File: src/mcrr_pkg.sv
// package of offsets, reset values and state codes for the reference readback bank
package mcrr_pkg;
   localparam int          ADDR_W   = 12;
   localparam int          DATA_W   = 32;
   localparam int          PHASE_W  = 16;
   localparam int          FRAC_W   = 27; // fixed point scale 2^27
   localparam int          NREG     = 8;
   localparam int          IRQ_W    = 4;
   // printed offsets, kept as indices; byte address is four times the index
   localparam logic [11:0] IDX_OL_SPEED   = 12'h53C;
   localparam logic [11:0] IDX_OL_TORQUE  = 12'h54C;
   localparam logic [11:0] IDX_CL_SPEED   = 12'h5D4;
   localparam logic [11:0] IDX_FLUX       = 12'h606;
   localparam logic [11:0] IDX_TORQUE     = 12'h608;
   localparam logic [11:0] IDX_SD_PHASE   = 12'h682;
   localparam logic [11:0] IDX_SD_SPEED   = 12'h68C;
   localparam logic [11:0] IDX_PD_PHASE   = 12'h6C0;
   // interrupt registers at chosen indices
   localparam logic [11:0] IDX_IRQ_STAT   = 12'h7F0;
   localparam logic [11:0] IDX_IRQ_EN     = 12'h7F1;
   localparam logic [11:0] IDX_IRQ_CLR    = 12'h7F2;
   localparam logic [13:0] ADDR_SHIFT_ZERO = 14'h0000;
   localparam logic [31:0] RST_WORD  = 32'h00000000;
   localparam logic [15:0] RST_PHASE = 16'h0000;
   localparam logic [3:0]  RST_IRQ   = 4'h0;
   localparam logic [31:0] UNMAPPED  = 32'h00000000;
   // interrupt status bit positions
   localparam int BIT_SD_DONE = 0;
   localparam int BIT_SD_ERR  = 1;
   localparam int BIT_PD_DONE = 2;
   localparam int BIT_PD_ERR  = 3;
   typedef enum logic [15:0] {
      MCRR_SD_INIT      = 16'h0000,
      MCRR_SD_STOP_CHK  = 16'h0001,
      MCRR_SD_EST_INIT  = 16'h0002,
      MCRR_SD_RUN_CHK   = 16'h0003,
      MCRR_SD_DIR_CHK   = 16'h0004,
      MCRR_SD_COMPLETE  = 16'h0005,
      MCRR_SD_FAULT     = 16'h0006
   } mcrr_sd_phase_t;
   typedef enum logic [15:0] {
      MCRR_PD_INIT      = 16'h0000,
      MCRR_PD_VEC_SETUP = 16'h0001,
      MCRR_PD_RUN       = 16'h0002,
      MCRR_PD_CLK_RISE  = 16'h0003,
      MCRR_PD_CLK_FALL  = 16'h0004,
      MCRR_PD_DECAY     = 16'h0005,
      MCRR_PD_TIMES     = 16'h0006,
      MCRR_PD_NEXT_VEC  = 16'h0007,
      MCRR_PD_SECTOR    = 16'h0008,
      MCRR_PD_POSITION  = 16'h0009,
      MCRR_PD_ANGLE     = 16'h000A,
      MCRR_PD_COMPLETE  = 16'h000B,
      MCRR_PD_FAULT     = 16'h000C
   } mcrr_pd_phase_t;
endpackage

File: src/mcrr_upd_if.sv
// interface carrying internal value updates from the capture stage to the register bank
`timescale 1ns/100ps
interface mcrr_upd_if;
   logic [7:0]  we;    // one write enable per value slot
   logic [31:0] data [8];
   modport src (output we, output data);
   modport dst (input we, input data);
endinterface

File: src/mcrr_capture.sv
// capture stage: takes engine values and phase codes and issues slot updates
`timescale 1ns/100ps
module mcrr_capture (
   input  wire logic        mclk,
   input  wire logic        rst,
   input  wire logic        eng_valid,
   input  wire logic [31:0] eng_ol_speed,
   input  wire logic [31:0] eng_ol_torque,
   input  wire logic [31:0] eng_cl_speed,
   input  wire logic [31:0] eng_flux,
   input  wire logic [31:0] eng_torque,
   input  wire logic [31:0] eng_sd_speed,
   input  wire logic [15:0] eng_sd_phase,
   input  wire logic [15:0] eng_pd_phase,
   mcrr_upd_if.src          upd
);
   logic [7:0]  we_ff,   nxt_we;
   logic [31:0] d_ff [8];
   logic [31:0] nxt_d [8];
   // register the engine values every cycle; all eight write enables follow the valid strobe
   always_comb begin
      nxt_we = {8{eng_valid}};
      nxt_d[0] = eng_ol_speed;
      nxt_d[1] = eng_ol_torque;
      nxt_d[2] = eng_cl_speed;
      nxt_d[3] = eng_flux;
      nxt_d[4] = eng_torque;
      nxt_d[5] = {16'h0000, eng_sd_phase};
      nxt_d[6] = eng_sd_speed;
      nxt_d[7] = {16'h0000, eng_pd_phase};
   end
   always_ff @(posedge mclk) begin
      if (rst) begin
         we_ff <= 8'h00;
         for (int i = 0; i < 8; i++) d_ff[i] <= mcrr_pkg::RST_WORD;
      end else begin
         we_ff <= nxt_we;
         for (int i = 0; i < 8; i++) d_ff[i] <= nxt_d[i];
      end
   end
   assign upd.we   = we_ff;
   assign upd.data = d_ff;
endmodule

File: src/mcrr_irq.sv
// sticky event status with enable and write-one-to-clear
`timescale 1ns/100ps
module mcrr_irq (
   input  wire logic       mclk,
   input  wire logic       rst,
   input  wire logic [3:0] evt,
   input  wire logic [3:0] clr,
   input  wire logic       en_we,
   input  wire logic [3:0] en_wdata,
   output logic      [3:0] stat,
   output logic      [3:0] en,
   output logic            irq
);
   logic [3:0] stat_ff, nxt_stat, en_ff, nxt_en;
   logic       irq_ff,  nxt_irq;
   // set wins over clear
   always_comb begin
      nxt_stat = (stat_ff & ~clr) | evt;
      nxt_en   = en_we ? en_wdata : en_ff;
      nxt_irq  = |(nxt_stat & nxt_en);
   end
   always_ff @(posedge mclk) begin
      if (rst) begin
         stat_ff <= mcrr_pkg::RST_IRQ;
         en_ff   <= mcrr_pkg::RST_IRQ;
         irq_ff  <= 1'b0;
      end else begin
         stat_ff <= nxt_stat;
         en_ff   <= nxt_en;
         irq_ff  <= nxt_irq;
      end
   end
   assign stat = stat_ff;
   assign en   = en_ff;
   assign irq  = irq_ff;
endmodule

File: src/mcrr_bank.sv
// top: read-only reference readback bank with register port and interrupt
// Function
// - open-loop speed signed, negative for reverse sequence
// - open-loop speed scaled by 2^27 of max
// - open-loop torque current signed, 2^27 scaled
// - closed-loop speed signed, same scaling
// - flux current target signed, 2^27 scaled
// - torque current target signed, 2^27 scaled
// - speed-detect phase codes 0h to 6h
// - speed-detect measured speed unsigned magnitude
// - all values read zero after reset
// - position-detect phase codes 0h to Ch
//
// The address-and-strobe port was decided locally.
`timescale 1ns/100ps
module mcrr_bank (
   input  wire logic        mclk,
   input  wire logic        rst,
   input  wire logic [11:0] addr,
   input  wire logic [31:0] wdata,
   input  wire logic        wr,
   input  wire logic        rd,
   output logic      [31:0] rdata,
   output logic             irq,
   input  wire logic        eng_valid,
   input  wire logic [31:0] eng_ol_speed,
   input  wire logic [31:0] eng_ol_torque,
   input  wire logic [31:0] eng_cl_speed,
   input  wire logic [31:0] eng_flux,
   input  wire logic [31:0] eng_torque,
   input  wire logic [31:0] eng_sd_speed,
   input  wire logic [15:0] eng_sd_phase,
   input  wire logic [15:0] eng_pd_phase
);
   mcrr_upd_if upd ();
   logic [31:0] val_ff [8];
   logic [31:0] nxt_val [8];
   logic [31:0] rdata_ff, nxt_rdata;
   logic [15:0] sd_prev_ff, nxt_sd_prev, pd_prev_ff, nxt_pd_prev;
   logic [3:0]  evt, clr, stat, en;
   logic        irq_w;

   // slot number for a printed index, 8 when unmapped
   function automatic logic [3:0] slot_of(input logic [11:0] a);
      case (a)
         mcrr_pkg::IDX_OL_SPEED:  slot_of = 4'h0;
         mcrr_pkg::IDX_OL_TORQUE: slot_of = 4'h1;
         mcrr_pkg::IDX_CL_SPEED:  slot_of = 4'h2;
         mcrr_pkg::IDX_FLUX:      slot_of = 4'h3;
         mcrr_pkg::IDX_TORQUE:    slot_of = 4'h4;
         mcrr_pkg::IDX_SD_PHASE:  slot_of = 4'h5;
         mcrr_pkg::IDX_SD_SPEED:  slot_of = 4'h6;
         mcrr_pkg::IDX_PD_PHASE:  slot_of = 4'h7;
         default:                 slot_of = 4'h8;
      endcase
   endfunction

   // legal phase code checks
   function automatic logic sd_ok(input logic [15:0] p);
      sd_ok = (p <= mcrr_pkg::MCRR_SD_FAULT);
   endfunction
   function automatic logic pd_ok(input logic [15:0] p);
      pd_ok = (p <= mcrr_pkg::MCRR_PD_FAULT);
   endfunction

   mcrr_capture u_cap (
      .mclk          (mclk),
      .rst           (rst),
      .eng_valid     (eng_valid),
      .eng_ol_speed  (eng_ol_speed),
      .eng_ol_torque (eng_ol_torque),
      .eng_cl_speed  (eng_cl_speed),
      .eng_flux      (eng_flux),
      .eng_torque    (eng_torque),
      .eng_sd_speed  (eng_sd_speed),
      .eng_sd_phase  (eng_sd_phase),
      .eng_pd_phase  (eng_pd_phase),
      .upd           (upd)
   );

   // value slots follow only the engine; bus writes never reach them
   always_comb begin
      for (int i = 0; i < 8; i++) begin
         nxt_val[i] = upd.we[i] ? upd.data[i] : val_ff[i];
      end
      // illegal phase codes are dropped, old code held
      if (upd.we[5] && !sd_ok(upd.data[5][15:0])) nxt_val[5] = val_ff[5];
      if (upd.we[7] && !pd_ok(upd.data[7][15:0])) nxt_val[7] = val_ff[7];
   end
   always_ff @(posedge mclk) begin
      if (rst) begin
         for (int i = 0; i < 8; i++) val_ff[i] <= mcrr_pkg::RST_WORD;
      end else begin
         for (int i = 0; i < 8; i++) val_ff[i] <= nxt_val[i];
      end
   end

   // detect entry into done and error phases
   always_comb begin
      nxt_sd_prev = val_ff[5][15:0];
      nxt_pd_prev = val_ff[7][15:0];
      evt = 4'h0;
      evt[mcrr_pkg::BIT_SD_DONE] = (val_ff[5][15:0] == mcrr_pkg::MCRR_SD_COMPLETE)
                                   && (sd_prev_ff != mcrr_pkg::MCRR_SD_COMPLETE);
      evt[mcrr_pkg::BIT_SD_ERR]  = (val_ff[5][15:0] == mcrr_pkg::MCRR_SD_FAULT)
                                   && (sd_prev_ff != mcrr_pkg::MCRR_SD_FAULT);
      evt[mcrr_pkg::BIT_PD_DONE] = (val_ff[7][15:0] == mcrr_pkg::MCRR_PD_COMPLETE)
                                   && (pd_prev_ff != mcrr_pkg::MCRR_PD_COMPLETE);
      evt[mcrr_pkg::BIT_PD_ERR]  = (val_ff[7][15:0] == mcrr_pkg::MCRR_PD_FAULT)
                                   && (pd_prev_ff != mcrr_pkg::MCRR_PD_FAULT);
   end
   always_ff @(posedge mclk) begin
      if (rst) begin
         sd_prev_ff <= mcrr_pkg::RST_PHASE;
         pd_prev_ff <= mcrr_pkg::RST_PHASE;
      end else begin
         sd_prev_ff <= nxt_sd_prev;
         pd_prev_ff <= nxt_pd_prev;
      end
   end

   assign clr = (wr && addr == mcrr_pkg::IDX_IRQ_CLR) ? wdata[3:0] : 4'h0;

   mcrr_irq u_irq (
      .mclk     (mclk),
      .rst      (rst),
      .evt      (evt),
      .clr      (clr),
      .en_we    (wr && addr == mcrr_pkg::IDX_IRQ_EN),
      .en_wdata (wdata[3:0]),
      .stat     (stat),
      .en       (en),
      .irq      (irq_w)
   );
   assign irq = irq_w; // registered inside u_irq

   // read data the cycle after the strobe, zero otherwise
   always_comb begin
      logic [3:0] s;
      s = slot_of(addr);
      nxt_rdata = mcrr_pkg::UNMAPPED;
      if (rd) begin
         if (s != 4'h8) begin
            nxt_rdata = val_ff[s[2:0]];
         end else if (addr == mcrr_pkg::IDX_IRQ_STAT) begin
            nxt_rdata = {28'h0000000, stat};
         end else if (addr == mcrr_pkg::IDX_IRQ_EN) begin
            nxt_rdata = {28'h0000000, en};
         end
      end
   end
   always_ff @(posedge mclk) begin
      if (rst) rdata_ff <= mcrr_pkg::RST_WORD;
      else     rdata_ff <= nxt_rdata;
   end
   assign rdata = rdata_ff;
endmodule

File: config.mk
export PLATFORM = sky130hd
export DESIGN_NAME = mcrr_bank
export DESIGN_NICKNAME = d
export VERILOG_FILES = /design/src/mcrr_pkg.sv /design/src/mcrr_upd_if.sv /design/src/mcrr_capture.sv /design/src/mcrr_irq.sv /design/src/mcrr_bank.sv
export SDC_FILE = /design/constraint.sdc
export NUM_CORES = 1
export LEC_CHECK = 0
export ABC_AREA = 1
export BUFFER_PORTS_ARGS = -buffer_cell sky130_fd_sc_hd__buf_4
export CORE_MARGIN = 2
export CORE_UTILIZATION = 60
export CTS_BUF_LIST = sky130_fd_sc_hd__clkbuf_16
export DETAILED_ROUTE_END_ITERATION = 8
export HOLD_SLACK_MARGIN = 0.06
export PLACE_DENSITY = 0.84
export RECOVER_POWER = 50
export SLEW_MARGIN = 10
export SYNTH_ARGS = -nofsm -noshare
export SYNTH_HDL_FRONTEND = slang
export SYNTH_SLANG_ARGS = --single-unit
File: constraint.sdc
create_clock -name mclk -period 14.2 [get_ports mclk]
set_clock_uncertainty 0.1 [all_clocks]
set_input_delay 0.71 -clock mclk [delete_from_list [all_inputs] [get_ports mclk]]
set_output_delay 0.71 -clock mclk [all_outputs]
set_load 0.02 [all_outputs]
After elaboration in Yosys (flattened, before gate mapping)
Memory sizes are Yosys's and may differ from the RTL's.
Index checks and enable logic that the tools add are counted.
{"block": "totals", "input_bits": 273, "elab_cells": 94, "ramBits": 256, "register_bits": 330, "n_memories": 1}
{"memory": "val_ff", "words": 8, "width": 32, "rd": 3, "rd_clocked_by_memory_dff": 0, "wr": 8, "line_no": "mcrr_bank.sv:36", "text": "logic [31:0] val_ff [8];"}
{"block": "op_classes", "n_mux": 27, "n_reduce_logical": 13, "order_cmp": 2, "bitwise_logic": 13, "eq_ne": 21}
{"cell": "$mux 32", "n": 19}
{"cell": "$eq 12x11->1 const B", "n": 11}
{"cell": "$eq 16x3->1 const B", "n": 2}
{"cell": "$eq 16x4->1 const B", "n": 2}
{"cell": "$ne 16x3->1 const B", "n": 2}
{"cell": "$ne 16x4->1 const B", "n": 2}
{"cell": "$pmux 4 s8", "n": 1}
{"cell": "$le 16x3->1 const B", "n": 1}
{"cell": "$le 16x4->1 const B", "n": 1}
{"cell": "$mux 4", "n": 4}
{"cell": "$and 4x4->4", "n": 2}
{"cell": "$logic_and 1x1->1", "n": 8}
{"cell": "$or 1x1->1", "n": 8}
{"cell": "$ne 4x4->1 const B", "n": 1}
{"cell": "$not 4->4", "n": 1}
{"cell": "$or 4x4->4", "n": 1}
{"cell": "$reduce_or 4->1", "n": 1}
{"cell": "$mux 1", "n": 3}
{"cell": "$logic_not 1->1", "n": 2}
{"cell": "$reduce_and 2->1", "n": 1}
{"cell": "$reduce_or 2->1", "n": 1}
{"cell": "$ne 1x1->1 const B", "n": 1}
{"cell": "$not 1->1", "n": 1}

Logic depth before layout (Yosys ltp)
Gate-level depths: netlist of run 1.
{"block": "logic_depth", "depth_word": 8, "ltp_mapped": 15, "ltp_nobuf": 14}

By module
A second synthesis of run 1 with hierarchy kept.
{"block": "unflattened", "hier_cells": 2481, "hier_area_um2": 21509.4}
{"mod": "mcrr_bank", "n_inst": 1, "seq_area_each_um2": 8328.0, "area_each_um2": 14425.1, "cells_each": 1686}
{"mod": "mcrr_capture", "n_inst": 1, "seq_area_each_um2": 4504.3, "area_each_um2": 6721.4, "cells_each": 740}
{"mod": "mcrr_irq", "n_inst": 1, "seq_area_each_um2": 180.2, "area_each_um2": 362.8, "cells_each": 55}

Least setup slack after synthesis of run 1
OpenSTA, ideal clock, no wires.
{"block": "synth_timing", "kind": "in2reg", "from": "input rst", "to": "memory val_ff[0][0] (enable)", "cell_stages": 4, "path_slack_ps": 8180, "path_buffers": 2, "t_required_ps": 12567, "setup_time_ps": 1533, "arrival_time_ps": 4387, "cell_sequence": "clkbuf_1 inv_1 clkbuf_1 nand2_1"}
{"item": "start: declaration", "line_no": "mcrr_bank.sv:18", "text": "input wire logic rst,"}
{"item": "end: declaration", "line_no": "mcrr_bank.sv:36"}

Worst setup path after layout of run 1
{"block": "layout_timing", "from": "input rst", "to": "register u_cap.d_ff (netlist bit u_cap.upd.data[173])"}
{"item": "end: declaration", "line_no": "mcrr_capture.sv:18", "text": "logic [31:0] d_ff [8];"}
No word-level cell between the ends.

==> flow_summary.yaml, run 1 <==
sta:
  tns_ns: 0
  hold_viol_final: 0
  rsz0062_at_grt: "no"
  fin_ws_ns: 7.80
  drv_slew: 164
  fmax_mhz: 156
  finalSetupViolations: 0
  fin_crit_sh: 0.451
  post-route-min-period_ns: 6.40
  worst_pin_slew_ns: 4.14
  slew_headroom: -1.76
layout:
  n_antenna_cell: 0
  stdcell_count: 2988
  syn_to_final_growth_pct: 18.3
  final_common_cell: "inv_1"
  final_cell_mix: "565 x inv_1, 556 x nor2_1, 330 x dfxtp_1, 246 x buf_4, 220 x nand2_1"
  finalCoreUtilization: 0.716
  fin_nets: 2779
  drive_gt1_frac: 0.139
floorplanning:
  die_w_um: 185
  row_count: 66
  start_util: 0.605
  core_region_area_mm2: 0.0324
  num_io_pins: 306
  die_area_mm2: 0.0341
  fp.dieH_um: 185
min_path:
  min-delay-start: "eng_flux[12]"
  hold_path_class: "in -> reg"
setup_path:
  start_kind: "input pin"
  r2r_start: "u_cap.upd.we[0]"
  critPathMaxFanout: 142
  critPathKind: "in -> reg"
  worst_path_max_delay_cell: "clkbuf_1"
  cp_cell_sequence: "buf_8 -> clkbuf_1 -> clkbuf_1 -> nor2_1"
  required_ns: 14.40
  cpPeakStageDelay_ns: 2.96
  critPathLaunch: "rst"
  cp.arrival_ns: 6.60
  cpMostUsedCell: "clkbuf_1"
  critPathCaptureType: "flip-flop"
power:
  ir_drop_v: 0.0000933
  p_per_area_mw_per_mm2: 129
  leakage_nw: 11.0
clock_tree:
  cts_buffer_depth: 3
  post_cts_buffers: 0
  cts_tree: "built"
  insertion_delay_ns: 0.56
  cts_resized: 0
  cts_sinks: 522
  path_clk_slew_ns: 0.06
  cts_root_buf: "clkbuf_16"
  cts_inserted_buffers: 48
  holdBufCountCts: 0
  htreeDepth: 2
drt:
  vias: 14465
  drt-total-wl_mm: 43.0
  detail_route.wl_per_cell_um: 14.4
  dr.pass1.iters: 5
  detail-route-antenna-nets: 0
  avgViaCountPerCell: 4.84
  first_iter_violations: 1316
  drc: 0
synthesis:
  yosys_warnings: 0
  synth_area_leaders: "dfxtp_1 34%, edfxtp_1 29%, nor2_1 11%"
  yosys_register_bits: 522
  postSynthAreaPerCell_um2: 8.64
  synth_area_mm2: 0.0196
  synth_fp_nets: 2540
  syn_inst: 2267
  synth_top_cell_by_area: "dfxtp_1"
  synthDominantCellAreaShare: 0.337
  synth.distinct_cells: 34
  seq_area_frac_synth: 0.632
global_routing:
  grt_pass1_vias: 13917
  grt_antenna_before_repair: 0
  grt_max_degree: 143
  grt_pass1_wl_mm: 67.7
  grt.overflow.total: 0
  grtUsageTotal: 0.252
placement:
  dp_cells: 2898
  dp_slack_ns: 9.78
  gp_congestion: 0.922
  numPortBuffers: 277
  dp_hpwl_mm: 27.8
status:
  outcome: "finished with violations"
  violations: "max-capacitance violations, max-slew violations"
flow_run:
  maxCapViolations: 2
==> power by group <==
group	internal, W	switching (W)
registers	0.00163	0.0000208
clock network	0.000631	0.000538
logic	0.0000762	0.0000982
total	0.00233	0.000657
==> layer usage <==
layer	vias up	wire [um]	GRT usage
met5	-	0	0
met4	0	1590	0.101
met3	119	3310	0.0405
met2	609	20100	0.415
met1	6521	18000	0.335
li1	7216	-	-
==> registers in the layout, indices dropped and copies added, names as in the netlist <==
| name | cells |
|---|---|
| u_cap.upd.data | 224 |
| val_ff | 224 |
| rdata | 32 |
| pd_prev_ff | 16 |
| sd_prev_ff | 16 |
| u_irq.en | 4 |
| u_irq.stat | 4 |
| u_cap.upd.we | 1 |
| u_irq.irq | 1 |
==> critical path: cells and delay by family <==
family / cells / cell delay (ns)
buffers and inverters: 3 / 5.43
AND/OR/NAND/NOR: 1 / 0.30
==> cell families (layout without fill, tap and decap cells) <==
logic type / after synthesis / in the layout / synth area share
AND/OR/NAND/NOR: 949 / 949 / 0.200
flip-flops: 522 / 522 / 0.632
buffers and inverters: 660 / 939 / 0.130
AO/OA/AOI/OAI: 136 / 136 / 0.0381
==> final cells by class <==
type / count / area, um2
clock buffers: 49 / 1230
clock inverters: 41 / 226
fillers: 2398 / 9210
inverters: 565 / 2120
multi-input cells: 1085 / 4660
flip-flops and latches: 522 / 12400
well taps: 442 / 553
repair buffers: 284 / 2010
==> path summary, 6_finish.rpt <==
path	to	slack (ns)	cells past startpoint
max	u_cap.upd.data[173]	7.80	4
min	u_cap.upd.data[140]	0.25	3
max reg2reg	val_ff[3][26]	11.07	3
min reg2reg	val_ff[5][6]	0.36	2
==> through the flow <==
| stage | power (W) | hold slack (ns) | area, um2 |
|---|---|---|---|
| global route | 0.00310 | 0.233 | 23200 |
| global placement | 0.00184 | 0.343 | 21900 |
| floorplan | 0.00177 | 0.335 | 19600 |
| detailed placement | 0.00185 | 0.346 | 21900 |
| finish | 0.00299 | 0.246 | 23200 |
| CTS | 0.00301 | 0.224 | 23300 |
==> synthesized netlist by cell type <==
cell type	instances
nor2_1	556
inv_1	551
dfxtp_1	330
nand2_1	220
edfxtp_1	192
nand3_1	111
clkbuf_1	61
o21ai_0	59
a21oi_1	45
buf_2	28
o211ai_1	20
inv_2	13
nor4_1	11
nand4_1	9
nor3_1	9
a31oi_1	6
nand2_2	6
nor2_4	6
nand3_2	4
nor2_2	4
o21ai_1	4
or2_2	4
buf_4	3
buf_6	3
nand2_4	3
and3_1	1
clkinv_1	1
nand3b_1	1
nor3_2	1
nor3_4	1
nor3b_1	1
o211a_1	1
o21a_1	1
or4_1	1
Note: power is estimated with default switching activity, not from simulation.
==> run 2, diff against run 1 <==
CORE_UTILIZATION = 56   (was 60)
PLACE_DENSITY = 0.79   (was 0.84)
clock period = 6.2 ns   (was 14.2 ns; I/O delays follow)
==> run 2 against run 1 <==
Largest cell class unchanged; cell count up 8.3%; count of clock-buffer cells in the layout unchanged; highest routed layer unchanged; non-clock buffer count up 232; the run still ends with max-capacitance violations, max-slew violations left; sequential cell count unchanged; register-to-register slack worse by 8.6 ns.
==> flow_summary.yaml, run 2 (same netlist as run 1, synthesis figures left out) <==
global_routing:
  grt_pass1_vias: 15747
  grt_max_degree: 135
  grtUsageMet1: 0.355
  grt.busiest_layer: "met2"
  use_met2: 0.481
  use_met3: 0.0371
  grt_antenna_before_repair: 2
  grtUsageTotal: 0.282
  grt_pass1_wl_mm: 79.6
  grt.overflow.total: 0
layout:
  stdcell_count: 3237
  fin_nets: 3012
  syn_to_final_growth_pct: 30.3
  drive_gt1_frac: 0.125
  final_cell_mix: "568 x inv_1, 556 x nor2_1, 330 x dfxtp_1, 228 x dlygate4sd3_1, 220 x nand2_1"
  regArea_mm2: 0.0124
  finalCoreUtilization: 0.741
  final_common_cell: "inv_1"
  multi_input_area_mm2: 0.00466
  nFillCells: 2340
drt:
  drt-total-wl_mm: 51.6
  dr.pass1.iters: 8
  first_iter_violations: 1383
  drc: 0
  avgViaCountPerCell: 4.86
  detail-route-antenna-nets: 0
  detail_route.wl_per_cell_um: 15.9
  vias: 15740
floorplanning:
  die_area_mm2: 0.0365
  die_w_um: 191
  core_region_area_mm2: 0.0345
  row_count: 68
  start_util: 0.568
  num_io_pins: 306
  fp.dieH_um: 191
sta:
  drv_slew: 151
  post-route-min-period_ns: 4.04
  slew_headroom: -1.51
  worst_pin_slew_ns: 3.77
  tns_ns: 0
  fin_crit_sh: 0.652
  fmax_mhz: 248
  rsz0062_at_grt: "no"
  hold_viol_final: 0
  finalSetupViolations: 0
placement:
  gp_congestion: 0.880
  dp_hpwl_mm: 28.4
  numPortBuffers: 277
  dp_cells: 2915
clock_tree:
  insertion_delay_ns: 0.56
  cts_buffer_depth: 3
  cts_resized: 0
  cts_root_buf: "clkbuf_16"
  path_clk_slew_ns: 0.06
  cts_tree: "built"
  cts_inserted_buffers: 49
  htreeDepth: 2
  cts_sinks: 522
setup_path:
  cp.arrival_ns: 4.15
  critPathKind: "in -> reg"
  critPathCaptureType: "flip-flop"
  required_ns: 6.31
  start_kind: "input pin"
  critPathMaxFanout: 102
power:
  ir_drop_v: 0.000251
  leakage_nw: 12.0
  power_w: 0.00714
  p_per_area_mw_per_mm2: 280
status:
  violations: "max-capacitance violations, max-slew violations"
  outcome: "finished with violations"
flow_run:
  maxCapViolations: 2
min_path:
  hold_path_class: "in -> reg"
run 2: cell count changes in the layout (fill, tap and decap cells not counted), sizes merged:
| cell | previous run | this run |
|---|---|---|
| inv | 579 | 584 |
| dlygate4sd3 | 0 | 228 |
| diode | 0 | 2 |
| clkinvlp | 0 | 1 |
| buf | 247 | 176 |
| clkinv | 27 | 20 |
| bufinv | 0 | 3 |
| clkbuf | 86 | 161 |
run 2: path summary, 6_finish.rpt:
check	start	to	slack (ns)	depth (start not counted)
worst max-delay path	rst	u_cap.upd.data[45]	2.16	3
worst min-delay path	rd	rdata[2]	0.08	5
worst max register to register	u_cap.upd.we[0]	val_ff[0][22]	2.51	3
worst min register to register	val_ff[5][7]	val_ff[5][7]	0.36	2
run 2: metrics by stage:
stage          cell area [um2]  hold WS, ns  worst slack, ns
6_report                 25500       0.0753             2.16
3_5_place_dp             21900        0.346             3.04
5_1_grt                  25500        0.118             1.74
4_1_cts                  25700       0.0695             3.57
2_1_floorplan            19600        0.317            0.580
3_3_place_gp             21900        0.343             3.10
run 2: layout make-up:
| cell class | instances | share of cell area |
|---|---|---|
| multi-input combinational | 1085 | 0.182 |
| timing repair buffer | 516 | 0.168 |
| sequential | 522 | 0.485 |
| clock inverter | 43 | 0.0113 |
| inverter | 565 | 0.0831 |
| tap | 455 | 0.0223 |
| antenna | 2 | 0.000196 |
| clock buffer | 49 | 0.0480 |
run 2: layer usage:
layer | vias to the layer above | routed length, um
li1 | 7687 | -
met1 | 7286 | 21100
met2 | 612 | 25200
met3 | 155 | 3120
met4 | 0 | 2170
met5 | - | 0
run 2: worst max-delay path, stage by stage:
cell and delay, ns:
buf_8 0.44, clkbuf_1 2.69, nor2_1 0.54
run 2: where the power goes:
group          total [W]  switching (W)  leakage, nW  internal, W
clock network    0.00283        0.00126        0.807      0.00157
registers        0.00378      0.0000497         4.70      0.00373
logic           0.000534       0.000270         6.50     0.000264
total            0.00714        0.00158         12.0      0.00556
run 2: what timing repair did:
action / 4_1_cts / 5_1_grt
setup buffers: 0 / 0
endpoints found under the hold margin: 228 / 0
hold buffers: 228 / 0
==> run 3, diff against run 2 <==
CORE_UTILIZATION = 51   (was 56)
PLACE_DENSITY = 0.76   (was 0.79)
clock period = 3.5 ns   (was 6.2 ns; I/O delays follow)
==> run 3 against run 2 <==
The flow still finishes with violations (max-capacitance violations, max-slew violations); routed wire length grew 3.9%; largest power group unchanged; sequential share of layout area shrank 2.0 points; worst setup slack lost 1.8 ns; core utilization shrank 3.6 points; critical path depth grew 4; largest cell class unchanged; combinational power grew 89%.
==> flow_summary.yaml, run 3 (same netlist as run 1, synthesis figures left out) <==
layout:
  nFillCells: 2660
  finalInstanceArea_mm2: 0.0266
  final_common_cell: "inv_1"
  drive_gt1_frac: 0.132
  fin_nets: 3085
  final_cell_mix: "560 x inv_1, 556 x nor2_1, 330 x dfxtp_1, 294 x dlygate4sd3_1, 254 x buf_4"
  syn_to_final_growth_pct: 35.9
drt:
  vias: 16052
  drc: 0
  dr.pass1.iters: 6
  avgViaCountPerCell: 4.76
  first_iter_violations: 1296
  detail-route-antenna-nets: 0
  drt-total-wl_mm: 53.6
  detail_route.wl_per_cell_um: 15.9
min_path:
  min-delay-start: "addr[11]"
  hold_path_class: "in -> reg"
sta:
  worst_pin_slew_ns: 1.59
  finalSetupViolations: 0
  hold_viol_final: 0
  fin_ws_ns: 0.398
  drv_slew: 70
  fmax_mhz: 322
  fin_crit_sh: 0.886
  post-route-min-period_ns: 3.10
  rsz0062_at_grt: "no"
  slew_headroom: -0.0613
  tns_ns: 0
setup_path:
  cp.arrival_ns: 3.29
  rrSetupSlack_ns: 1.05
  start_kind: "input pin"
  critPathLaunch: "rst"
  critPathMaxFanout: 160
  critPathKind: "in -> reg"
  required_ns: 3.69
  r2r_start: "u_cap.upd.we[0]"
  critPathCaptureType: "flip-flop"
power:
  p_seq_frac: 0.501
  intPower_w: 0.0104
  power_frac_clock: 0.424
  comb_power_share: 0.076
  p_per_area_mw_per_mm2: 502
  power_w: 0.0134
  p_switching_w: 0.00294
  ir_drop_v: 0.000347
  p_sw_frac: 0.220
  leakage_nw: 12.5
status:
  violations: "max-capacitance violations, max-slew violations"
  outcome: "finished with violations"
placement:
  dp_hpwl_mm: 29.3
  numPortBuffers: 277
  dp_slack_ns: 0.928
  place_area_mm2: 0.0221
  gp_congestion: 0.873
clock_tree:
  cts_root_buf: "clkbuf_16"
  cts_buffer_depth: 3
  post_cts_buffers: 0
  path_clk_slew_ns: 0.06
  cts_inserted_buffers: 52
  insertion_delay_ns: 0.59
  htreeDepth: 2
  cts_tree: "built"
  holdBufCountCts: 294
  cts_sinks: 522
  cts_resized: 0
flow_run:
  maxCapViolations: 1
floorplanning:
  die_area_mm2: 0.0400
  num_io_pins: 306
  die_w_um: 200
  start_util: 0.519
  fp.dieH_um: 200
  row_count: 71
  core_region_area_mm2: 0.0378
global_routing:
  grt_max_degree: 161
  grt_antenna_before_repair: 3
  grtUsageTotal: 0.268
  grt.overflow.total: 0
  grt_pass1_wl_mm: 82.6
  grt_pass1_vias: 16478
[run 3: changes by cell type in the layout (fill, tap and decap cells not counted), sizes merged]
cell	previous run	this run
buf	176	258
clkbuf	161	88
dlygate4sd3	228	294
inv	584	575
clkinv	20	26
bufinv	3	7
diode	2	4
[run 3: area by class of cell]
class	count	area (um2)	share of cell area
diodes	4	10.0	0.000376
clock buffers	54	1350	0.0508
clock inverters	44	383	0.0144
inverters	565	2120	0.0797
multi-input cells	1085	4680	0.176
flip-flops and latches	522	12400	0.465
well taps	511	639	0.0240
repair buffers	586	5060	0.190
[run 3: final timing paths]
kind / end / cells after the start
setup reg to reg: val_ff[7][3] / 6
setup / recovery: val_ff[4][6] / 7
hold reg to reg: val_ff[5][3] / 2
hold / removal: rdata[2] / 10
[run 3: power groups by stage]
| stage | logic (W) | clock network (W) | registers [W] |
|---|---|---|---|
| final | 0.00101 | 0.00566 | 0.00669 |
| after global routing | 0.00111 | 0.00596 | 0.00671 |
| after CTS | 0.000974 | 0.00569 | 0.00669 |
| after detailed placement | 0.000713 | 0 | 0.00682 |
| after global placement | 0.000699 | 0 | 0.00681 |
| after floorplan | 0.000367 | 0 | 0.00679 |
[run 3: per-layer routing]
layer  vias to the layer above  wire length [um]  share of wire  track usage
met4                         0              2360          0.044        0.139
met5                         -                 0              0            0
li1                       7840                 -              -            -
met1                      7406             21800           0.41        0.331
met3                       154              3350          0.063       0.0455
met2                       652             26100           0.49        0.456
[run 3: critical path: stages]
cell and delay (ns):
dlygate4sd3_1 0.53, clkbuf_2 1.11, inv_1 0.10, buf_4 0.31, nand2_1 0.15, buf_12 0.39, nor2_1 0.14
[run 3: per-stage QoR]
step                      std cells  utilization  hold WS, ns
after floorplan                2267            -        0.182
after detailed placement       2975        0.585        0.280
after global placement         2975        0.585        0.278
final                          3371        0.705        0.157
after CTS                      3367        0.709        0.124
after global routing           3370        0.705        0.195
